$ cat src/madc_defs.svh
// Purpose: Register numbers, field positions, reset values and timing figures of the channel configuration block.
// Assumes: Register numbers are the decimal holding-register numbers written here in hexadecimal.
// Notes: Included by the design modules and the bench.
`ifndef MADC_DEFS_SVH
`define MADC_DEFS_SVH

`define MADC_REG_NODE 16'h9C41
`define MADC_REG_SETUP 16'h9C42
`define MADC_REG_DELAY 16'h9C43
`define MADC_REG_ENABLE 16'h9C44
`define MADC_REG_STATUS 16'h9C70
`define MADC_REG_DATA0 16'h9C71
`define MADC_REG_RANGE0 16'h9C81

`define MADC_RST_NODE 16'h0001
`define MADC_RST_SETUP 16'h0035
`define MADC_RST_DELAY 16'h0003
`define MADC_RST_ENABLE 16'h007F
`define MADC_RST_RANGE 3'h0
`define MADC_RST_DATA 16'h8000
`define MADC_RST_STATUS 16'h0000

`define MADC_NODE_MIN 16'h0001
`define MADC_NODE_MAX 16'h00DF
`define MADC_BAUD_LSB 0
`define MADC_BAUD_MSB 4
`define MADC_FRAME_LSB 5
`define MADC_FRAME_MSB 6
`define MADC_SETUP_USED 7
`define MADC_BAUD_MIN 5'h05
`define MADC_BAUD_MAX 5'h09
`define MADC_RESP_LSB 0
`define MADC_RESP_MSB 7
`define MADC_EOM_LSB 8
`define MADC_EOM_MSB 15
`define MADC_RESP_MAX 8'h3F
`define MADC_EOM_MAX 8'h30
`define MADC_RANGE_MAX 16'h0005
`define MADC_CNT_LSB 0
`define MADC_CNT_MSB 7
`define MADC_CHAN_LSB 8
`define MADC_CHAN_MSB 10

`define MADC_CLK_HZ 25000000
`define MADC_CONV_PER_S 25
`define MADC_TICK_MS 1
`define MADC_MS_CYCLES (`MADC_CLK_HZ / 1000 * `MADC_TICK_MS)
`define MADC_SLOT_CYCLES (`MADC_CLK_HZ / `MADC_CONV_PER_S)

`endif

$ cat src/madc_pkg.sv
// Purpose: Types shared by the channel configuration block.
// Assumes: Constants live in madc_defs.svh.
// Notes: Requests arrive already decoded from the serial frame engine.
package madc_pkg;
  typedef struct packed {
    logic write;
    logic [7:0] node;
    logic [15:0] regnum;
    logic [15:0] wdata;
  } madc_req_t;

  typedef struct packed {
    logic err;
    logic [15:0] rdata;
  } madc_rsp_t;

  typedef enum logic [2:0] {
    MADC_R10V, MADC_R5V, MADC_R1V, MADC_R100MV, MADC_R50MV, MADC_R25MV
  } madc_range_t;

  typedef enum logic [1:0] {MADC_IDLE, MADC_EOMW, MADC_RESPW, MADC_TX} madc_state_t;
endpackage : madc_pkg

$ cat src/madc_conv_seq.sv
// Purpose: Paces the shared converter and picks the next enabled channel.
// Assumes: One conversion slot per SLOT_CYCLES clocks.
// Notes: With no channel enabled the converter is simply left idle.
`timescale 1ns/10ps
`include "madc_defs.svh"
module madc_conv_seq #(
  parameter int NCH = 7,
  parameter int SLOT_CYCLES = `MADC_SLOT_CYCLES
) (
  input wire logic ref_clk,
  input wire logic rst_n,
  input wire logic [NCH-1:0] chan_en,
  output logic adc_start,
  output logic [2:0] adc_chan
);
  if (NCH < 1 || NCH > 8 || SLOT_CYCLES < 2) begin : g_chk
    $error("madc_conv_seq: unsupported parameters");
  end

  logic [$clog2(SLOT_CYCLES)-1:0] slot_cnt_ff;
  logic adc_start_ff;
  logic [2:0] adc_chan_ff;
  logic [NCH-1:0] en_d_ff;

  function automatic logic [2:0] next_chan(input logic [2:0] cur, input logic [NCH-1:0] en);
    logic [2:0] pick;
    logic found;
    int idx;
    pick = cur;
    found = 1'b0;
    for (int k = 1; k <= NCH; k++) begin
      idx = (int'(cur) + k) % NCH;
      if (!found && en[idx]) begin
        pick = 3'(idx);
        found = 1'b1;
      end
    end
    return pick;
  endfunction : next_chan

  wire slot_tick = (slot_cnt_ff == ($clog2(SLOT_CYCLES))'(SLOT_CYCLES - 1));
  wire [2:0] nxt_chan = next_chan(adc_chan_ff, chan_en);

  always_ff @(posedge ref_clk) begin
    if (!rst_n) begin
      slot_cnt_ff <= '0;
      adc_start_ff <= 1'b0;
      adc_chan_ff <= 3'(NCH - 1);
      en_d_ff <= '0;
    end else begin
      slot_cnt_ff <= slot_tick ? '0 : slot_cnt_ff + 1'b1;
      adc_start_ff <= slot_tick && (|chan_en);
      en_d_ff <= chan_en;
      if (slot_tick && (|chan_en)) begin
        adc_chan_ff <= nxt_chan;
      end
    end
  end

  assign adc_start = adc_start_ff;
  assign adc_chan = adc_chan_ff;
endmodule : madc_conv_seq

$ cat src/madc_cfg.sv
// Purpose: Holding registers, reply timing and conversion bookkeeping of the seven channel voltage module.
// Assumes: The frame engine hands over decoded requests and end-of-gap pulses on ref_clk.
// Notes: The converter returns two's complement samples; results are kept in offset binary.
// How it works
// - One shared converter delivers every result as a sixteen bit value.
// - Converter runs a fixed twenty-five conversions per second, shared among enabled channels.
// - Disabled channels are skipped so the enabled ones get more slots.
// - Each channel keeps its own range code, one of six bipolar ranges.
// - Registers are addressed by their decimal holding-register numbers from 40001.
// - Node address is read/write, accepts 1 through DF, resets to 0x0001.
// - Serial setup holds baud code in bits 0-4, framing in bits 5-6.
// - Serial setup resets to 0x0035, meaning 9600 baud, no parity, one stop.
// - Reply waits the low-byte response delay in milliseconds, at most 63, default 3.
// - End of message is extended by high-byte delay milliseconds, at most 48, default 0.
// - Status holds an 8-bit wrapping conversion count and last channel, zero after reset.
// - Channel results read as offset binary, zero input equals 0x8000.
`timescale 1ns/10ps
`include "madc_defs.svh"
module madc_cfg #(
  parameter int NCH = 7,
  parameter int MS_CYCLES = `MADC_MS_CYCLES,
  parameter int SLOT_CYCLES = `MADC_SLOT_CYCLES
) (
  input wire logic ref_clk,
  input wire logic rst_n,
  input wire logic req_valid,
  input wire madc_pkg::madc_req_t req,
  input wire logic rx_gap,
  output logic eom,
  output logic rsp_valid,
  output madc_pkg::madc_rsp_t rsp,
  input wire logic tx_done,
  output logic drv_oe_n,
  output logic [4:0] baud_code,
  output logic [1:0] frame_mode,
  output logic adc_start,
  output logic [2:0] adc_chan,
  output logic [2:0] adc_range,
  input wire logic adc_done,
  input wire logic [15:0] adc_data
);
  if (NCH < 1 || NCH > 8 || MS_CYCLES < 2) begin : g_chk
    $error("madc_cfg: unsupported parameters");
  end

  localparam int PW = $clog2(MS_CYCLES);

  logic [15:0] node_ff;
  logic [15:0] setup_ff;
  logic [15:0] delay_ff;
  logic [NCH-1:0] en_ff;
  logic [15:0] status_ff;
  logic [2:0] range_ff [NCH];
  logic [15:0] data_ff [NCH];
  madc_pkg::madc_state_t state_ff;
  madc_pkg::madc_state_t nxt_state;
  logic [PW-1:0] ms_pre_ff;
  logic [7:0] ms_left_ff;
  logic [7:0] nxt_ms_left;
  madc_pkg::madc_rsp_t rsp_ff;

  // Register decode by holding-register number.
  wire [15:0] data_off = req.regnum - `MADC_REG_DATA0;
  wire [15:0] range_off = req.regnum - `MADC_REG_RANGE0;
  wire is_node = (req.regnum == `MADC_REG_NODE);
  wire is_setup = (req.regnum == `MADC_REG_SETUP);
  wire is_delay = (req.regnum == `MADC_REG_DELAY);
  wire is_enable = (req.regnum == `MADC_REG_ENABLE);
  wire is_status = (req.regnum == `MADC_REG_STATUS);
  wire is_data = (req.regnum >= `MADC_REG_DATA0) && (data_off < 16'(NCH));
  wire is_range = (req.regnum >= `MADC_REG_RANGE0) && (range_off < 16'(NCH));

  // Writes outside a field's legal values are refused whole.
  wire node_ok = (req.wdata >= `MADC_NODE_MIN) && (req.wdata <= `MADC_NODE_MAX);
  wire [4:0] wr_baud = req.wdata[`MADC_BAUD_MSB:`MADC_BAUD_LSB];
  wire setup_ok = (wr_baud >= `MADC_BAUD_MIN) && (wr_baud <= `MADC_BAUD_MAX)
    && ((req.wdata >> `MADC_SETUP_USED) == 16'h0000);
  wire delay_ok = (req.wdata[`MADC_RESP_MSB:`MADC_RESP_LSB] <= `MADC_RESP_MAX)
    && (req.wdata[`MADC_EOM_MSB:`MADC_EOM_LSB] <= `MADC_EOM_MAX);
  wire enable_ok = ((req.wdata >> NCH) == 16'h0000);
  wire range_ok = (req.wdata <= `MADC_RANGE_MAX);
  wire wr_ok = (is_node && node_ok) || (is_setup && setup_ok) || (is_delay && delay_ok)
    || (is_enable && enable_ok) || (is_range && range_ok);
  wire rd_ok = is_node || is_setup || is_delay || is_enable || is_status || is_data || is_range;

  // Frames for any other node, node zero included, are ignored whole so they cannot change our setup.
  wire addressed = (req.node == node_ff[7:0]);
  wire idle = (state_ff == madc_pkg::MADC_IDLE);
  wire take = req_valid && idle && !rx_gap && addressed;
  wire reply = take && addressed;
  wire wr_en = take && req.write && wr_ok;

  wire [15:0] rd_word = is_node ? node_ff :
    is_setup ? setup_ff :
    is_delay ? delay_ff :
    is_enable ? 16'(en_ff) :
    is_status ? status_ff :
    is_data ? data_ff[data_off[2:0]] :
    is_range ? 16'(range_ff[range_off[2:0]]) : 16'h0000;
  wire rsp_err = req.write ? !wr_ok : !rd_ok;
  wire [15:0] rsp_word = req.write ? req.wdata : rd_word;

  wire ms_tick = (ms_pre_ff == PW'(MS_CYCLES - 1));
  wire wait_over = (ms_left_ff == 8'h00);

  always_comb begin
    nxt_state = state_ff;
    nxt_ms_left = (ms_tick && !wait_over) ? ms_left_ff - 8'h01 : ms_left_ff;
    case (state_ff)
      madc_pkg::MADC_IDLE: begin
        if (rx_gap) begin
          nxt_state = madc_pkg::MADC_EOMW;
          nxt_ms_left = delay_ff[`MADC_EOM_MSB:`MADC_EOM_LSB];
        end else if (reply) begin
          nxt_state = madc_pkg::MADC_RESPW;
          nxt_ms_left = delay_ff[`MADC_RESP_MSB:`MADC_RESP_LSB];
        end
      end
      madc_pkg::MADC_EOMW: if (wait_over) nxt_state = madc_pkg::MADC_IDLE;
      madc_pkg::MADC_RESPW: if (wait_over) nxt_state = madc_pkg::MADC_TX;
      madc_pkg::MADC_TX: if (tx_done) nxt_state = madc_pkg::MADC_IDLE;
      default: nxt_state = madc_pkg::MADC_IDLE;
    endcase
  end

  always_ff @(posedge ref_clk) begin
    if (!rst_n) begin
      state_ff <= madc_pkg::MADC_IDLE;
      ms_pre_ff <= '0;
      ms_left_ff <= 8'h00;
      rsp_ff <= '0;
    end else begin
      state_ff <= nxt_state;
      ms_pre_ff <= (idle || ms_tick) ? '0 : ms_pre_ff + 1'b1;
      ms_left_ff <= nxt_ms_left;
      if (reply) begin
        rsp_ff <= '{err: rsp_err, rdata: rsp_word};
      end
    end
  end

  always_ff @(posedge ref_clk) begin
    if (!rst_n) begin
      node_ff <= `MADC_RST_NODE;
      setup_ff <= `MADC_RST_SETUP;
      delay_ff <= `MADC_RST_DELAY;
      en_ff <= NCH'(`MADC_RST_ENABLE);
      status_ff <= `MADC_RST_STATUS;
    end else begin
      if (wr_en && is_node) node_ff <= req.wdata;
      if (wr_en && is_setup) setup_ff <= req.wdata;
      if (wr_en && is_delay) delay_ff <= req.wdata;
      if (wr_en && is_enable) en_ff <= req.wdata[NCH-1:0];
      if (adc_done) begin
        status_ff[`MADC_CNT_MSB:`MADC_CNT_LSB] <= status_ff[`MADC_CNT_MSB:`MADC_CNT_LSB] + 8'h01;
        status_ff[`MADC_CHAN_MSB:`MADC_CHAN_LSB] <= adc_chan;
      end
    end
  end

  // Per-channel range and result storage.
  for (genvar c = 0; c < NCH; c++) begin : g_chan
    always_ff @(posedge ref_clk) begin
      if (!rst_n) begin
        range_ff[c] <= `MADC_RST_RANGE;
        data_ff[c] <= `MADC_RST_DATA;
      end else begin
        if (wr_en && is_range && (range_off[2:0] == 3'(c))) range_ff[c] <= req.wdata[2:0];
        // Flipping the sign bit turns a two's complement sample into offset binary.
        if (adc_done && (adc_chan == 3'(c))) data_ff[c] <= {~adc_data[15], adc_data[14:0]};
      end
    end
  end

  madc_conv_seq #(
    .NCH(NCH),
    .SLOT_CYCLES(SLOT_CYCLES)
  ) u_seq (
    .ref_clk(ref_clk),
    .rst_n(rst_n),
    .chan_en(en_ff),
    .adc_start(adc_start),
    .adc_chan(adc_chan)
  );

  assign adc_range = range_ff[adc_chan];
  assign eom = (state_ff == madc_pkg::MADC_EOMW) && wait_over;
  assign rsp_valid = (state_ff == madc_pkg::MADC_RESPW) && wait_over;
  assign rsp = rsp_ff;
  // The driver is only released once the reply delay has passed, so a slow host adapter can turn round.
  assign drv_oe_n = (state_ff != madc_pkg::MADC_TX);
  assign baud_code = setup_ff[`MADC_BAUD_MSB:`MADC_BAUD_LSB];
  assign frame_mode = setup_ff[`MADC_FRAME_MSB:`MADC_FRAME_LSB];
endmodule : madc_cfg

$ cat config.mk
export PLATFORM = sky130hd
export DESIGN_NAME = madc_cfg
export DESIGN_NICKNAME = d
export VERILOG_FILES = /design/src/madc_pkg.sv /design/src/madc_conv_seq.sv /design/src/madc_cfg.sv
export VERILOG_INCLUDE_DIRS = /design/src /design/src/src
export SDC_FILE = /design/constraint.sdc
export NUM_CORES = 1
export LEC_CHECK = 0
export BUFFER_PORTS_ARGS = -buffer_cell sky130_fd_sc_hd__buf_2
export CAP_MARGIN = 20
export CORE_ASPECT_RATIO = 1.1
export CORE_MARGIN = 2
export CORE_UTILIZATION = 30
export CTS_CLUSTER_SIZE = 8
export DETAILED_ROUTE_END_ITERATION = 10
export PLACE_DENSITY = 0.49
export SETUP_SLACK_MARGIN = 0.2
export SYNTH_ARGS = -nofsm -noshare
export SYNTH_HDL_FRONTEND = slang
export SYNTH_SLANG_ARGS = --single-unit
export TNS_END_PERCENT = 100
$ cat constraint.sdc
create_clock -name ref_clk -period 14 [get_ports ref_clk]
set_input_delay 2.8 -clock ref_clk [delete_from_list [all_inputs] [get_ports ref_clk]]
set_output_delay 2.8 -clock ref_clk [all_outputs]
set_load 0.01 [all_outputs]
==> impl_summary.log <==
INFO  metric vdd_drop_max = 0.0887 mV
INFO  metric seq_area = 0.00670 mm²
INFO  metric post_synth_num_cell_types = 104
INFO  metric starting_density = 30.4%
INFO  metric proportion_of_power_drawn_by_flip_flops_and_latches = 46.0%
INFO  metric finish.utilization = 34.5%
INFO  metric drt_iter0_drc = 947
INFO  metric first_pass_grt_wire_length = 78700 µm
INFO  metric drt_first_pass_iters = 5
INFO  metric via_per_inst = 5.43
INFO  metric power.static_leakage = 6.55 nW
INFO  metric number_of_endpoints_failing_setup_at_the_final_stage = 0
INFO  metric synth_area_leaders = sky130_fd_sc_hd__edfxtp_1, sky130_fd_sc_hd__dfxtp_1, sky130_fd_sc_hd__and2_1
INFO  metric slowest_stage_cell_on_the_critical_path = sky130_fd_sc_hd__nand3_1
INFO  metric std_cell_rows = 88
INFO  metric grt_max_degree = 91
INFO  metric core_area = 0.0526 mm²
INFO  metric seq_area_frac_synth = 41.8%
INFO  metric syn_nets = 1827
INFO  metric placement.cell_area = 0.0170 mm²
INFO  metric finish.net_count = 1868
INFO  metric design_power_total = 1.85 mW
INFO  metric final_skew = 0.0257 ns
INFO  metric post-place-ws = 7.17 ns
INFO  metric ys_async_sr_fraction = 0%
INFO  metric cap_violations = 0
INFO  metric critical_path.cell_chain = buf_2 > inv_1 > ha_1 > nor3b_2 > a21boi_0 > or3_1 > a222oi_1 > and4_1 > a21oi_1 > o22ai_2 > nand3_1 > and3_1
INFO  metric clk_pin_slew = 0.05 ns
INFO  metric power_density = 102 mW/mm²
INFO  metric first_global_vias = 13200
INFO  metric synthTopCellsByCount = sky130_fd_sc_hd__nand2_1, sky130_fd_sc_hd__nor2_1, sky130_fd_sc_hd__dfxtp_1, sky130_fd_sc_hd__edfxtp_1, sky130_fd_sc_hd__and2_1
INFO  metric die_h = 246 µm
INFO  metric drv_slew = 0
INFO  metric area_share_of_the_leading_cell_type_in_the_synthesized_netlist = 24.9%
INFO  metric crit_family = simple AND/OR/NAND/NOR gates
INFO  metric io_pins = 97
INFO  metric post-cts-setup-buffers = 0
INFO  metric most_repeated_cell_in_the_gate_level_netlist_after_synthesis = sky130_fd_sc_hd__nand2_1
INFO  metric layout-area-overhead-vs-synth = 13.4%
INFO  metric timing.hold.ws = 0.465 ns
INFO  metric timing.final.crit_period = 6.32 ns
INFO  metric critical_path_required = 14.41 ns
INFO  metric postLayoutSetupSlackWorst = 7.68 ns
INFO  metric final_hold_viol_count = 0
INFO  metric numCtsBuffers = 39
INFO  metric p_sw_share = 23.6%
INFO  metric worstSetupEndpointType = flip-flop
INFO  metric fin_setup_tns = 0 ns
INFO  metric design_area = 0.0182 mm²
INFO  metric p_sw = 0.437 mW
INFO  metric worst_slew_pin_slew = 0.973 ns
INFO  metric die_area = 0.0553 mm²
INFO  metric yosys_warnings = 0
INFO  metric cp_slowest_stage_delay = 0.71 ns
INFO  metric post_drt_wl_per_cell = 20.9 µm
INFO  metric yosys.area.top_type = sky130_fd_sc_hd__edfxtp_1
INFO  metric part_of_the_power_in_the_clock_network = 47.0%
INFO  metric cts_tree = built
INFO  metric synthesis.area = 0.0160 mm²
INFO  metric fill_cells = 5394
INFO  metric h-tree-depth = 2
INFO  metric io_buffers = 96
INFO  metric post-route-period-util = 45.1%
INFO  metric placed_cells = 2399
INFO  metric drive_gt1_share = 13.3%
INFO  metric worst_max_slew_margin_expressed_relative_to_the_limit = 35.0%
INFO  metric gate_count_post_synth = 1725
INFO  metric ys_ff_latch = 268
INFO  metric multi_input_area = 0.00870 mm²
INFO  metric ys_dominant_reg_cell = sky130_fd_sc_hd__dfxtp_1
INFO  metric clkLatencyLatePin = 0.53 ns
INFO  metric detailroute.via_count = 13400
INFO  metric hold_class = flip-flop to flip-flop
INFO  metric ant_nets = 0
INFO  metric rsz_0062_raised_after_global_routing = no
INFO  metric detailed_place_hpwl = 35600 µm
INFO  metric globalplace.congestion = 0.863
INFO  metric groute.usage.overall = 18.4%
INFO  metric final_cell_count_no_fill = 2462
INFO  metric status = finished, final reports clean
INFO  metric cts.repair.resized = 0
INFO  metric detail_route.drc_violations = 0
INFO  metric cts_hold_buf = 0
INFO  metric drt_wl_total = 51400 µm
INFO  metric clock_path_buffers = 3
INFO  metric worst_setup_start_kind = input pin
INFO  metric cellInternalPower = 1.42 mW
INFO  metric criticalPathCategory = input pin to flip-flop
INFO  metric clock_sink_count = 268
INFO  metric synth_area_per_cell = 9.29 µm²
INFO  metric comb_power_share = 7.0%
INFO  metric die-width = 224 µm
INFO  metric globalRoute.totalOverflow = 0
INFO  metric antenna_found_initial = 5
INFO  metric wp_data_arrival = 6.72 ns
INFO  metric fmax = 158 MHz
INFO  metric synth_enable_flop_cells = 133
INFO  metric cp_max_fo = 29
INFO  metric cts-root-buf = sky130_fd_sc_hd__clkbuf_16
INFO  metric critPathBufInv = 2
-- power groups by stage --
stage | clock network (mW) | registers, mW | logic, mW
floorplan | 0 | 0.864 | 0.0787
global placement | 0 | 0.867 | 0.130
detailed placement | 0 | 0.868 | 0.131
CTS | 0.892 | 0.852 | 0.131
global route | 0.925 | 0.853 | 0.142
finish | 0.870 | 0.852 | 0.131
-- path summary, 6_finish.rpt --
kind / cells after the start / start / slack [ns] / to
max: 12 / req[17] / 7.68 / delay_ff[14]
min reg2reg: 1 / ms_pre_ff[0] / 0.46 / ms_pre_ff[0]
min: 1 / ms_pre_ff[0] / 0.46 / ms_pre_ff[0]
max reg2reg: 16 / u_seq.adc_chan[0] / 8.59 / flip-flop
-- cell type report --
class / instances / area share (%)
Inverter: 32 / 0.661
Timing Repair Buffer: 122 / 3.72
Clock inverter: 2 / 0.138
Antenna cell: 3 / 0.0413
Clock buffer: 57 / 5.97
Multi-Input combinational cell: 1303 / 47.9
Sequential cell: 268 / 36.9
Tap cell: 675 / 4.65
-- cell families after synthesis --
kind of cell	Yosys count	synth area share [%]
buffers and inverters	154	4.10
multiplexers	91	7.64
adder cells (fa/ha/maj)	39	3.05
AO/OA/AOI/OAI	410	17.7
flip-flops	268	41.8
XOR/XNOR	63	3.44
AND/OR/NAND/NOR	700	22.3
-- cell usage in the layout, fill, tap and decap left out, types with 26 or more instances in the layout --
| cell | count |
|---|---|
| sky130_fd_sc_hd__o211ai_1 | 37 |
| sky130_fd_sc_hd__a21oi_1 | 91 |
| sky130_fd_sc_hd__nand2_1 | 174 |
| sky130_fd_sc_hd__and2_1 | 112 |
| sky130_fd_sc_hd__xor2_1 | 27 |
| sky130_fd_sc_hd__clkbuf_16 | 40 |
| sky130_fd_sc_hd__buf_4 | 26 |
| sky130_fd_sc_hd__dfxtp_1 | 134 |
| sky130_fd_sc_hd__buf_2 | 95 |
| sky130_fd_sc_hd__nor2_1 | 160 |
| sky130_fd_sc_hd__ha_1 | 39 |
| sky130_fd_sc_hd__edfxtp_1 | 133 |
| sky130_fd_sc_hd__mux2i_1 | 57 |
| sky130_fd_sc_hd__inv_1 | 28 |
| sky130_fd_sc_hd__a211oi_1 | 39 |
| sky130_fd_sc_hd__xnor2_1 | 34 |
| sky130_fd_sc_hd__o21ai_0 | 76 |
| sky130_fd_sc_hd__nand3_1 | 70 |
-- flip-flops by register name, summed over array words and instances (netlist names), named ones only --
signal / count
u_seq.adc_chan: 3
setup_ff: 16
delay_ff: 16
ms_pre_ff: 15
range_ff: 21
u_seq.adc_start: 1
u_seq.slot_cnt_ff: 20
en_ff: 7
rsp: 17
ms_left_ff: 8
status_ff: 11
state_ff: 2
node_ff: 16
data_ff: 112
-- metal layers --
layer	wire, µm	global-route usage [%]
met1	22900	23.6
met2	24600	31.5
met3	2170	2.50
met4	1730	6.64
met5	13	0
-- worst register-to-register path: cells and delay by family, from the launching register on --
kind                     cells  cell delay [ns]
AO/OA/AOI/OAI                6             1.72
adder cells (fa/ha/maj)      3             0.88
buffers and inverters        3             0.90
flip-flops                   1             0.61
multiplexers                 1             0.18
AND/OR/NAND/NOR              3             0.99
No activity file was read; power rests on OpenSTA's default activity.
